**src/design/scad_map.vh**
```
// Register map, field layout and timing constants of the aperture delay block
`ifndef SCAD_MAP_VH
`define SCAD_MAP_VH

`define SCAD_ADDR_W 12
`define SCAD_DATA_W 24
`define SCAD_OFS_EN 12'h02b0
`define SCAD_OFS_CFG 12'h02b1
`define SCAD_OFS_RESULT 12'h02b2
`define SCAD_OFS_ADJUST 12'h02b5
`define SCAD_CFG_RESET 8'h05
`define SCAD_EN_BIT 0
`define SCAD_CFG_HDUR_LSB 0
`define SCAD_CFG_AVG_LSB 2
`define SCAD_DONE_BIT 17
`define SCAD_TAD_W 17
`define SCAD_INV_BIT 16
`define SCAD_COARSE_MSB 15
`define SCAD_COARSE_LSB 8
`define SCAD_FINE_MSB 7
`define SCAD_FINE_LSB 0
`define SCAD_MAXPER_0 16'h0080
`define SCAD_MAXPER_1 16'h0680
`define SCAD_MAXPER_2 16'h1e80
`define SCAD_MAXPER_3 16'h7e80
`define SCAD_SETTLE_CYC 384
`define SCAD_CNT_W 17

`endif

```
**src/design/scad_aperture_ctrl.v**
```verilog
// SYSREF calibration engine and manual aperture delay control
`timescale 1ns/1ps
`include "scad_map.vh"

// Summary of operation
// - Accumulation code selects 4/16/64/256 cycles
// - Codes allow SYSREF periods 128..32384 cycles
// - Too long SYSREF period fails calibration
// - Longer accumulation lengthens run, reduces spread
// - Calibration ends within documented cycle bound
// - Done bit only when enabled and complete
// - Result bits return computed delay word
// - Word: bit16 invert, 15:8 coarse, 7:0 fine
// - Adjust bit 16 inverts sampling clock
// - Manual coarse delay when calibration disabled
// - Manual fine delay, any value, only when calibration disabled
// - Enable rising edge starts; manual register ignored
// - Averaging code selects 4/16/64/256 averages
module scad_aperture_ctrl #(
  parameter SETTLE_CYC = `SCAD_SETTLE_CYC
) (
  input wire ref_clk_i, // Sample clock domain clock
  input wire rst_i, // Asynchronous reset, active high
  input wire reg_wr_i, // Register write strobe
  input wire [`SCAD_ADDR_W-1:0] reg_addr_i, // Register address
  input wire [`SCAD_DATA_W-1:0] reg_wdata_i, // Register write data
  input wire sysref_i, // SYSREF timing reference
  input wire phase_late_i, // Phase detector: SYSREF sampled late
  output reg [`SCAD_DATA_W-1:0] reg_rdata_o, // Read data for reg_addr_i
  output reg [`SCAD_TAD_W-1:0] tad_o, // Applied invert, coarse, fine delay
  output reg auto_align_complete_o, // Calibration finished
  output reg cal_failed_o // SYSREF period too long
);

  // ********************************************************
  // States and helpers
  // ********************************************************
  localparam ST_IDLE = 3'd0;
  localparam ST_SETTLE = 3'd1;
  localparam ST_ACCUM = 3'd2;
  localparam ST_DONE = 3'd3;
  localparam ST_FAIL = 3'd4;

  // 4 << (2*code): 4, 16, 64, 256
  function [8:0] scad_len;
    input [1:0] code;
    begin
      scad_len = 9'h004 << {code, 1'b0};
    end
  endfunction

  function [15:0] scad_max_period;
    input [1:0] code;
    begin
      case (code)
        2'd0: scad_max_period = `SCAD_MAXPER_0;
        2'd1: scad_max_period = `SCAD_MAXPER_1;
        2'd2: scad_max_period = `SCAD_MAXPER_2;
        default: scad_max_period = `SCAD_MAXPER_3;
      endcase
    end
  endfunction

  // ********************************************************
  // Registers
  // ********************************************************
  reg auto_align_enable;
  reg [7:0] cal_config;
  reg [`SCAD_TAD_W-1:0] clock_delay_adjust;
  reg [`SCAD_TAD_W-1:0] computed_delay_word;
  reg enable_q;
  reg sysref_q;
  reg [2:0] state;
  reg [4:0] bit_idx;
  reg [`SCAD_TAD_W-1:0] trial;
  reg [15:0] settle_cnt;
  reg [8:0] hdur_cnt;
  reg [8:0] avg_cnt;
  reg [`SCAD_CNT_W-1:0] late_cnt;
  reg [`SCAD_CNT_W-1:0] total_cnt;
  reg [15:0] period_cnt;
  reg seen_edge;

  wire [1:0] accum_length_sel = cal_config[`SCAD_CFG_HDUR_LSB+1:`SCAD_CFG_HDUR_LSB];
  wire [1:0] averaging_sel = cal_config[`SCAD_CFG_AVG_LSB+1:`SCAD_CFG_AVG_LSB];
  wire [8:0] hdur_len = scad_len(accum_length_sel);
  wire [8:0] avg_len = scad_len(averaging_sel);
  wire [15:0] max_period = scad_max_period(accum_length_sel);
  wire start = auto_align_enable & ~enable_q;
  wire sysref_rise = sysref_i & ~sysref_q;
  // No reference edge for a whole supported period: the run is lost
  wire period_over = !sysref_rise && (period_cnt >= max_period);
  wire result_done = auto_align_enable && (state == ST_DONE);
  // Majority vote: late more than half of the samples means too much delay
  wire too_late = ({late_cnt, 1'b0} > {1'b0, total_cnt});
  wire [`SCAD_TAD_W-1:0] bit_mask = {{(`SCAD_TAD_W-1){1'b0}}, 1'b1} << bit_idx;

  always @(posedge ref_clk_i or posedge rst_i) begin
    if (rst_i) begin
      auto_align_enable <= 1'b0;
      cal_config <= `SCAD_CFG_RESET;
      clock_delay_adjust <= {`SCAD_TAD_W{1'b0}};
    end else if (reg_wr_i) begin
      case (reg_addr_i)
        `SCAD_OFS_EN: auto_align_enable <= reg_wdata_i[`SCAD_EN_BIT];
        `SCAD_OFS_CFG: cal_config <= {4'h0, reg_wdata_i[3:0]};
        `SCAD_OFS_ADJUST: clock_delay_adjust <= reg_wdata_i[`SCAD_TAD_W-1:0];
        default: ;
      endcase
    end
  end

  // ********************************************************
  // Calibration sequencer
  // ********************************************************
  // Successive approximation from the inversion bit down to the last fine bit.
  // Each trial settles, then votes over averages x accumulation cycles, so a
  // larger setting costs time but shrinks the spread of the result.
  always @(posedge ref_clk_i or posedge rst_i) begin
    if (rst_i) begin
      enable_q <= 1'b0;
      sysref_q <= 1'b0;
      state <= ST_IDLE;
      bit_idx <= 5'd0;
      trial <= {`SCAD_TAD_W{1'b0}};
      computed_delay_word <= {`SCAD_TAD_W{1'b0}};
      settle_cnt <= 16'h0000;
      hdur_cnt <= 9'h000;
      avg_cnt <= 9'h000;
      late_cnt <= {`SCAD_CNT_W{1'b0}};
      total_cnt <= {`SCAD_CNT_W{1'b0}};
      period_cnt <= 16'h0000;
      seen_edge <= 1'b0;
    end else begin
      enable_q <= auto_align_enable;
      sysref_q <= sysref_i;
      if (!auto_align_enable) begin
        state <= ST_IDLE;
      end else if (start) begin
        state <= ST_SETTLE;
        bit_idx <= 5'd16;
        trial <= {1'b1, {(`SCAD_TAD_W-1){1'b0}}};
        settle_cnt <= 16'h0000;
        period_cnt <= 16'h0000;
        seen_edge <= 1'b0;
      end else begin
        if (state == ST_SETTLE || state == ST_ACCUM) begin
          if (sysref_rise) begin
            period_cnt <= 16'h0000;
            seen_edge <= 1'b1;
          end else begin
            period_cnt <= period_cnt + 16'h0001;
          end
          // Period check runs across the whole sequence
          if (period_over) begin
            state <= ST_FAIL;
          end
        end
        case (state)
          ST_SETTLE: begin
            if (!period_over) begin
              if (settle_cnt == SETTLE_CYC[15:0] - 16'h0001) begin
                state <= ST_ACCUM;
                hdur_cnt <= 9'h000;
                avg_cnt <= 9'h000;
                late_cnt <= {`SCAD_CNT_W{1'b0}};
                total_cnt <= {`SCAD_CNT_W{1'b0}};
              end else begin
                settle_cnt <= settle_cnt + 16'h0001;
              end
            end
          end
          ST_ACCUM: begin
            if (!period_over) begin
              total_cnt <= total_cnt + {{(`SCAD_CNT_W-1){1'b0}}, 1'b1};
              late_cnt <= late_cnt + {{(`SCAD_CNT_W-1){1'b0}}, phase_late_i};
              if (hdur_cnt == hdur_len - 9'h001) begin
                hdur_cnt <= 9'h000;
                if (avg_cnt == avg_len - 9'h001) begin
                  // Vote decides the bit
                  if (too_late) begin
                    trial <= (trial & ~bit_mask) | (bit_mask >> 1);
                  end else begin
                    trial <= trial | (bit_mask >> 1);
                  end
                  if (bit_idx == 5'd0) begin
                    computed_delay_word <= too_late ? (trial & ~bit_mask) : trial;
                    state <= ST_DONE;
                  end else begin
                    bit_idx <= bit_idx - 5'd1;
                    settle_cnt <= 16'h0000;
                    state <= ST_SETTLE;
                  end
                end else begin
                  avg_cnt <= avg_cnt + 9'h001;
                end
              end else begin
                hdur_cnt <= hdur_cnt + 9'h001;
              end
            end
          end
          ST_DONE: state <= ST_DONE;
          ST_FAIL: state <= ST_FAIL;
          default: state <= ST_IDLE;
        endcase
      end
    end
  end

  // ********************************************************
  // Outputs
  // ********************************************************
  // Manual fine bits pass straight through only while calibration is disabled; the fine stage is glitch free by design
  always @(posedge ref_clk_i or posedge rst_i) begin
    if (rst_i) begin
      tad_o <= {`SCAD_TAD_W{1'b0}};
    end else if (auto_align_enable) begin
      // Manual register ignored while enabled
      if (state == ST_DONE) begin
        tad_o <= computed_delay_word;
      end else begin
        tad_o <= trial;
      end
    end else begin
      // Inversion and coarse steps are not policed; the host keeps the limits
      tad_o <= clock_delay_adjust;
    end
  end

  // ********************************************************
  // Status flags
  // ********************************************************
  // Both flags drop in the start cycle so a restart never shows a stale result
  always @(posedge ref_clk_i or posedge rst_i) begin
    if (rst_i) begin
      auto_align_complete_o <= 1'b0;
      cal_failed_o <= 1'b0;
    end else if (!auto_align_enable || start) begin
      auto_align_complete_o <= 1'b0;
      cal_failed_o <= 1'b0;
    end else begin
      auto_align_complete_o <= (state == ST_DONE);
      cal_failed_o <= (state == ST_FAIL);
    end
  end

  // ********************************************************
  // Read data
  // ********************************************************
  // Unmapped addresses read zero; reserved bits are padded with zeros
  function [`SCAD_DATA_W-1:0] scad_read;
    input [`SCAD_ADDR_W-1:0] addr;
    input en;
    input [7:0] cfg;
    input done;
    input [`SCAD_TAD_W-1:0] word;
    input [`SCAD_TAD_W-1:0] adjust;
    begin
      case (addr)
        `SCAD_OFS_EN: scad_read = {{(`SCAD_DATA_W-1){1'b0}}, en};
        `SCAD_OFS_CFG: scad_read = {{(`SCAD_DATA_W-8){1'b0}}, cfg};
        `SCAD_OFS_RESULT: scad_read = {{(`SCAD_DATA_W-`SCAD_TAD_W-1){1'b0}}, done, word};
        `SCAD_OFS_ADJUST: scad_read = {{(`SCAD_DATA_W-`SCAD_TAD_W){1'b0}}, adjust};
        default: scad_read = {`SCAD_DATA_W{1'b0}};
      endcase
    end
  endfunction

  // Registered so the read port never shows a combinational glitch
  always @(posedge ref_clk_i or posedge rst_i) begin
    if (rst_i) begin
      reg_rdata_o <= {`SCAD_DATA_W{1'b0}};
    end else begin
      reg_rdata_o <= scad_read(reg_addr_i, auto_align_enable, cal_config, result_done,
        computed_delay_word, clock_delay_adjust);
    end
  end

endmodule

```
**config.mk**
```make
export PLATFORM = sky130hd
export DESIGN_NAME = scad_aperture_ctrl
export DESIGN_NICKNAME = d
export VERILOG_FILES = /design/src/design/scad_aperture_ctrl.v
export VERILOG_INCLUDE_DIRS = /design/src /design/src/design
export SDC_FILE = /design/constraint.sdc
export NUM_CORES = 1
export LEC_CHECK = 0
export BUFFER_PORTS_ARGS = -buffer_cell sky130_fd_sc_hd__buf_2
export CORE_MARGIN = 5
export CORE_UTILIZATION = 55
export DETAILED_ROUTE_END_ITERATION = 10
export PLACE_DENSITY_LB_ADDON = 0.05
export REMOVE_ABC_BUFFERS = 1
export SYNTH_ARGS = -nofsm -noshare
export SYNTH_HDL_FRONTEND = slang
export SYNTH_SLANG_ARGS = --single-unit
```
**constraint.sdc**
```tcl
create_clock -name ref_clk_i -period 6.8 [get_ports ref_clk_i]
set_clock_uncertainty 0.1 [all_clocks]
set_input_delay 0.68 -clock ref_clk_i [delete_from_list [all_inputs] [get_ports ref_clk_i]]
set_output_delay 0.68 -clock ref_clk_i [all_outputs]
set_load 0.01 [all_outputs]
```
Word level (Yosys, flattened, before mapping)

Index checks and enable logic that the tools add are counted.

Register bits after elaboration: 193
Input bits: 41
Output and inout port bits: 43
Word-level logic and storage cells: 149

Add/sub/neg operators: 9
Magnitude comparators: 2
Equality and inequality tests: 26
Shifts and indexed selects: 3
Mux-type cells: 56
Bitwise logic cells: 10
Reductions and logical operators: 24

Operators by type and width:

| operator                                                            | count |
|---|---|
| 17-bit two-way mux                                                  | 13 |
| 16-bit two-way mux                                                  | 10 |
| 18-bit case mux with 4 select lines                                 | 1 |
| 17-bit case mux with 2 select lines                                 | 2 |
| 9-bit two-way mux                                                   | 7 |
| 12-bit by 10-bit == test with 1-bit output (second input constant)  | 4 |
| 15-bit case mux with 3 select lines                                 | 1 |
| 9-bit case mux with 2 select lines                                  | 2 |
| 17-bit by 16-bit bitwise OR with 17-bit output                      | 2 |
| 16-bit by 1-bit adder with 16-bit output (second input constant)    | 2 |
| 16-bit case mux with 2 select lines                                 | 1 |
| 5-bit two-way mux                                                   | 6 |
| 3-bit two-way mux                                                   | 9 |
| 9-bit by 1-bit adder with 9-bit output (second input constant)      | 2 |
| 9-bit == test                                                       | 2 |
| 18-bit by 17-bit greater-than comparator with 1-bit output          | 1 |
| 3-bit by 3-bit << shifter with 9-bit output (first input constant)  | 2 |
| 9-bit by 1-bit subtractor with 9-bit output (second input constant) | 2 |
| 17-bit by 1-bit adder with 17-bit output                            | 1 |
| 17-bit by 1-bit adder with 17-bit output (second input constant)    | 1 |
| 17-bit AND                                                          | 1 |
| 17-bit NOT                                                          | 1 |
| 1-bit by 5-bit << shifter with 17-bit output (first input constant) | 1 |
| 16-bit by 9-bit == test with 1-bit output (second input constant)   | 1 |
| other kinds (28)                                                    | 55 |

Longest topological paths before layout

Depth after elaboration: 12
Gate-level depth with buffers: 11
Gate-level depth less buffers: 9

Worst setup path before layout

OpenSTA, ideal clock, no wires.

Kind: register -> register
Start: reg cal_config[0]
End: reg avg_cnt[0]
Library setup time: 0.118 ns
Arrival time: 2.626 ns
Data required time: 6.582 ns
Setup slack: 3.956 ns
Stages on the path, launching flop included: 12
Path buffers: 3
Clock period less this slack: 2.844 ns
Path through: dfstp_2 buf_2 nand2_1 ha_1 a211oi_1 o311a_1 a221o_1 and3_1 clkbuf_1 clkbuf_1 nand2_1 a21o_1

Longest elaborated chain between the ends: 6
Elaborated cells between the ends (all ways): 13
Classes of those cells: 1 x add/sub; 1 x order compare; 6 x eq/ne; 1 x shift; 1 x mux; 3 x reduce/logical

Ends and longest elaborated chain:

| item                                        | RTL line                 | source |
|---|---|---|
| from (decl)                                 | scad_aperture_ctrl.v:68  | `reg [7:0] cal_config;` |
| from (signal assigned)                      | scad_aperture_ctrl.v:101 | `` cal_config <= `SCAD_CFG_RESET; `` |
| from (signal assigned)                      | scad_aperture_ctrl.v:106 | `` `SCAD_OFS_CFG: cal_config <= {4'h0, reg_wdata_i[3:0]}; `` |
| 2-bit == test, or another cell as far along | scad_aperture_ctrl.v:55  | `case (code)` |
| 15-bit case mux with 3 select lines         | scad_aperture_ctrl.v:55  |  |
| 16-bit >= comparator                        | scad_aperture_ctrl.v:92  | `wire period_over = !sysref_rise && (period_cnt >= max_period);` |
| 1-bit logical AND                           | scad_aperture_ctrl.v:92  |  |
| 2-bit inequality test (no source line)      | n/a                      |  |
| 8-bit AND reduction (no source line) (*)    | n/a                      |  |
| to (signal assigned)                        | scad_aperture_ctrl.v:195 | `avg_cnt <= avg_cnt + 9'h001;` |
| to (decl)                                   | scad_aperture_ctrl.v:78  | `reg [8:0] avg_cnt;` |

Mark *: on every way between the ends. The rest lies on a longest branch, timed or not.
A chain may end at the register's enable or synchronous reset.

Worst setup path in the final report

Start: reg cal_config[0]
End: reg trial[15]

Longest elaborated chain between the ends: 6
Elaborated cells between the ends (all ways): 12
Classes of those cells: 1 x add/sub; 1 x order compare; 4 x eq/ne; 1 x shift; 1 x mux; 4 x reduce/logical

Ends and longest elaborated chain:

| item                                        | RTL line                 | source |
|---|---|---|
| 2-bit == test, or another cell as far along | scad_aperture_ctrl.v:55  |  |
| 15-bit case mux with 3 select lines         | scad_aperture_ctrl.v:55  |  |
| 16-bit >= comparator                        | scad_aperture_ctrl.v:92  |  |
| 1-bit logical AND                           | scad_aperture_ctrl.v:92  |  |
| 2-bit inequality test (no source line)      | n/a                      |  |
| 5-bit AND reduction (no source line) (*)    | n/a                      |  |
| to (signal assigned)                        | scad_aperture_ctrl.v:125 | `` trial <= {`SCAD_TAD_W{1'b0}}; `` |
| to (signal assigned)                        | scad_aperture_ctrl.v:142 | `` trial <= {1'b1, {(`SCAD_TAD_W-1){1'b0}}}; `` |
| to (signal assigned)                        | scad_aperture_ctrl.v:182 | `trial <= (trial & ~bit_mask) \| (bit_mask >> 1);` |
| to (decl)                                   | scad_aperture_ctrl.v:75  | `` reg [`SCAD_TAD_W-1:0] trial; `` |

Marks and branches as above.

==> summary.txt <==
Outcome
  – Status: completed

Power and ir drop
  – Int Pwr: 1763 uW
  – Gate power share: between 8 and 9%
  – Cell area power density: 218.7 nW/um2
  – LEAKAGE: between 0.005 and 0.006 uW
  – Power share of the sequential group: between 40% and 50%
  – Sw frac: 27.44%
  – P_sw: 666.7 uW
  – Maximum VDD drop: 186.6 uV
  – Clock share of power: roughly 43%

Global routing
  – Total Routing Usage GR: 21.95%
  – First-pass GRT wire length: 39.07 mm
  – Congestion Overflow GR: 0
  – Vias in the first global route: 7719
  – Largest net degree at the start of global routing: between 100 and 150
  – Antenna violations before repair: 0

Clock network
  – Setup bufs post-CTS: 0
  – Post-CTS resize count: 0
  – Longest Clk Path Bufs: 2
  – Htree depth: 4
  – Clock latency on the worst-skew pair: 0.43 ns
  – Root buffer cell: clkbuf_16
  – Clk pin slew, worst setup/hold paths: 0.08 ns
  – TritonCTS Sinks: 187
  – CTS tree: built
  – CTS buffer count: 17
  – Hold buffers post-CTS: 0

Critical path
  – CP required: 6.99 ns
  – Reg2Reg Launch Point: cal_config[0]
  – Crit-path max FO: 15
  – Worst Setup End Kind: flip-flop
  – FF-to-FF End: trial[15]
  – Reg2reg setup slack: about 2.9 ns
  – Reg2reg path depth: 8
  – CP Launch Point: cal_config[0]
  – Arrival time of the worst setup path: between 4 and 5 ns
  – Critical path class: flip-flop to flip-flop
  – Critical Path Sink: trial[15]
  – Crit start category: flip-flop

STA
  – Worst rel slew slack: 14.47%
  – Min Tclk post-route: 3.897 ns
  – Fmax: roughly 260 MHz
  – RSZ-0062 raised after global routing: no
  – Slew Limit Fails: 0
  – Final TNS setup: 0 ns
  – # setup viols final: 0
  – Fin worst setup slack: 2.903 ns
  – Worst Hold Margin: 0.2615 ns
  – Least-Margin Pin Slew: 1.278 ns
  – Fin crit share: around 57%
  – Fin. Hold Viols: 0

Die
  – Die Ht: 145.2 um
  – Starting density of the core: 55.97%
  – Row count: 49
  – Core Box Area: 17960 um2
  – Die Width: 145.2 um
  – Die area: 21080 um2
  – I/O pin cnt: 84

Placement
  – DP Worst Slack: 3.025 ns
  – Final GP Congestion: 0.8371
  – DP HPWL: 15.33 mm
  – Number of port buffers: 70

Cells and area
  – Share of layout cells above drive strength 1: 14.45%
  – Nets: 1167
  – Seq. cell area: between 4000 and 5000 um2
  – Area occupied by multi-input gates: 4976 um2
  – ANT cells: 0
  – # fillers: 1516
  – Final Core Density: 61.86%
  – Layout area overhead: 10.53%

Synthesis
  – Synth Cell Area: 10050 um2
  – Number of synthesized flops with an enable pin: 0
  – Synth Area per Inst: roughly 9.5 um2
  – Seq/Total Area, Yosys: 46.57%
  – Main synth FF type: dfrtp_1
  – Cells after Synth: 1054
  – Netlist cell types: 74
  – Yosys reg bits: 187
  – Post-synth ARST share: 100.0%
  – Ys Warns: 0

Detailed routing
  – Wire per inst: 17.23 um
  – Drt via density: approximately 6.0
  – Final ANT Viol Nets: 0
  – Drt initial violations: 531
  – First-pass DRT Iterations: 5
  – Routed WL: 23.01 mm
  – Vias: roughly 8000
  – DRC: 0

Job
  – Max-Cap Viols: 0

Worst hold path
  – Tightest Hold Check Type: primary input to flip-flop
==> registers in the layout (all words and copies together) (netlist names) <==
signal and cells:
avg_cnt 9, cal_failed_o 1, enable_q 1, cal_config 4, settle_cnt 16, reg_rdata_o 18, auto_align_complete_o 1, tad_o 17
late_cnt 17, bit_idx 5, total_cnt 17, state 3, sysref_q 1, computed_delay_word 17, clock_delay_adjust 17, trial 17
auto_align_enable 1, hdur_cnt 9, period_cnt 16
==> worst min path at each step <==
stage / start / end / slack (ns) / cells past startpoint
floorplan: late_cnt[14] / late_cnt[14] / 0.37 / 1
global placement: computed_delay_word[10] / reg_rdata_o[10] / 0.40 / 1
detailed placement: computed_delay_word[15] / reg_rdata_o[15] / 0.40 / 1
CTS: sysref_i / sysref_q / 0.25 / 1
global route: sysref_i / sysref_q / 0.24 / 1
finish: sysref_i / sysref_q / 0.26 / 1
==> layout by cell type (no fill, tap or decap), types with 32 or more instances in the layout <==
cell,Yosys,final
a21oi_1,54,54
nand3_1,51,51
nor2_1,81,81
o21ai_0,87,87
nand2_1,110,110
buf_2,16,70
dfrtp_1,185,185
ha_1,32,32
inv_1,35,34
==> cell usage after synthesis (5+ instances only) <==
cell type  count  area, um2
dfrtp_1      185       4629
nor4_1        15      93.84
a31oi_1       20      125.1
o31ai_1       18      135.1
and3_1        18      112.6
buf_2         16      80.08
inv_1         35      131.4
nand4_1       17      106.4
a21o_1         8      60.06
a22o_1        21      183.9
nand3_1       51      255.2
buf_1          5      18.77
buf_4          7      52.55
xor2_1         6      52.55
nor3b_1        5      37.54
ha_1          32      400.4
and2_1        10      62.56
nand2_1      110      412.9
clkbuf_1      31      116.4
a21oi_1       54      270.3
o21ai_0       87      435.4
nand2b_1       8      50.05
mux2_4        10      150.1
o22a_1        10      87.58
mux2_2        24      270.3
nor3_1        18      90.09
nor2_1        81      304.0
and4_1         8      70.07
or4_1          9      67.56
or3_1         16      100.1
mux2i_1       24      240.2
nor2b_1        7      43.79
o211ai_1       9      67.56
xnor2_1        6      52.55
==> routing by layer <==
metal / track usage, % / wire (um) / up-vias
li1: - / - / 3922
met2: 35.01 / 10770 / 158
met1: 31.37 / 11070 / 3897
met4: 4.291 / 154 / 0
met5: 0 / 0 / -
met3: 4.740 / 1013 / 9
==> metrics by stage <==
step	cell area [um2]	cells	power (uW)
after floorplan	9793	999	1353
after global placement	10480	1304	1413
after detailed placement	10480	1304	1415
after CTS	11110	1336	2449
after global routing	11110	1336	2537
final	11110	1336	2430
==> power groups by stage <==
stage               clock (uW)  combinational [uW]  sequential [uW]
finish                    1040                 196             1200
global route              1110                 225             1210
CTS                       1050                 198             1200
detailed placement           0                 198             1220
global placement             0                 195             1220
floorplan                    0                 144             1210
==> critical path, stage by stage, from the launching register on <==
cell	delay, ns
dfstp_2	0.62
nand2_1	0.11
ha_1	0.33
a211oi_1	0.41
o311a_1	0.27
a221o_1	0.52
nand4_1	0.64
nor4_1	0.58
a31oi_1	0.16
==> cell type report <==
cell class / count / share of cell area [%]
Clock buffer: 17 / 3.828
Clock inverter: 15 / 1.835
Inverter: 36 / 1.284
Multi-Input combinational cell: 776 / 44.78
Sequential cell: 187 / 42.13
Tap cell: 229 / 2.579
Timing Repair Buffer: 76 / 3.558
==> cells by family after synthesis <==
kind of cell | share of synthesized area, %
buffers and inverters | 4.120
other | 0.03730
XOR/XNOR | 1.045
AO/OA/AOI/OAI | 17.16
adder cells (fa/ha/maj) | 3.983
multiplexers | 6.571
flip-flops | 46.57
AND/OR/NAND/NOR | 20.51
No activity file was read; power rests on OpenSTA's default activity.
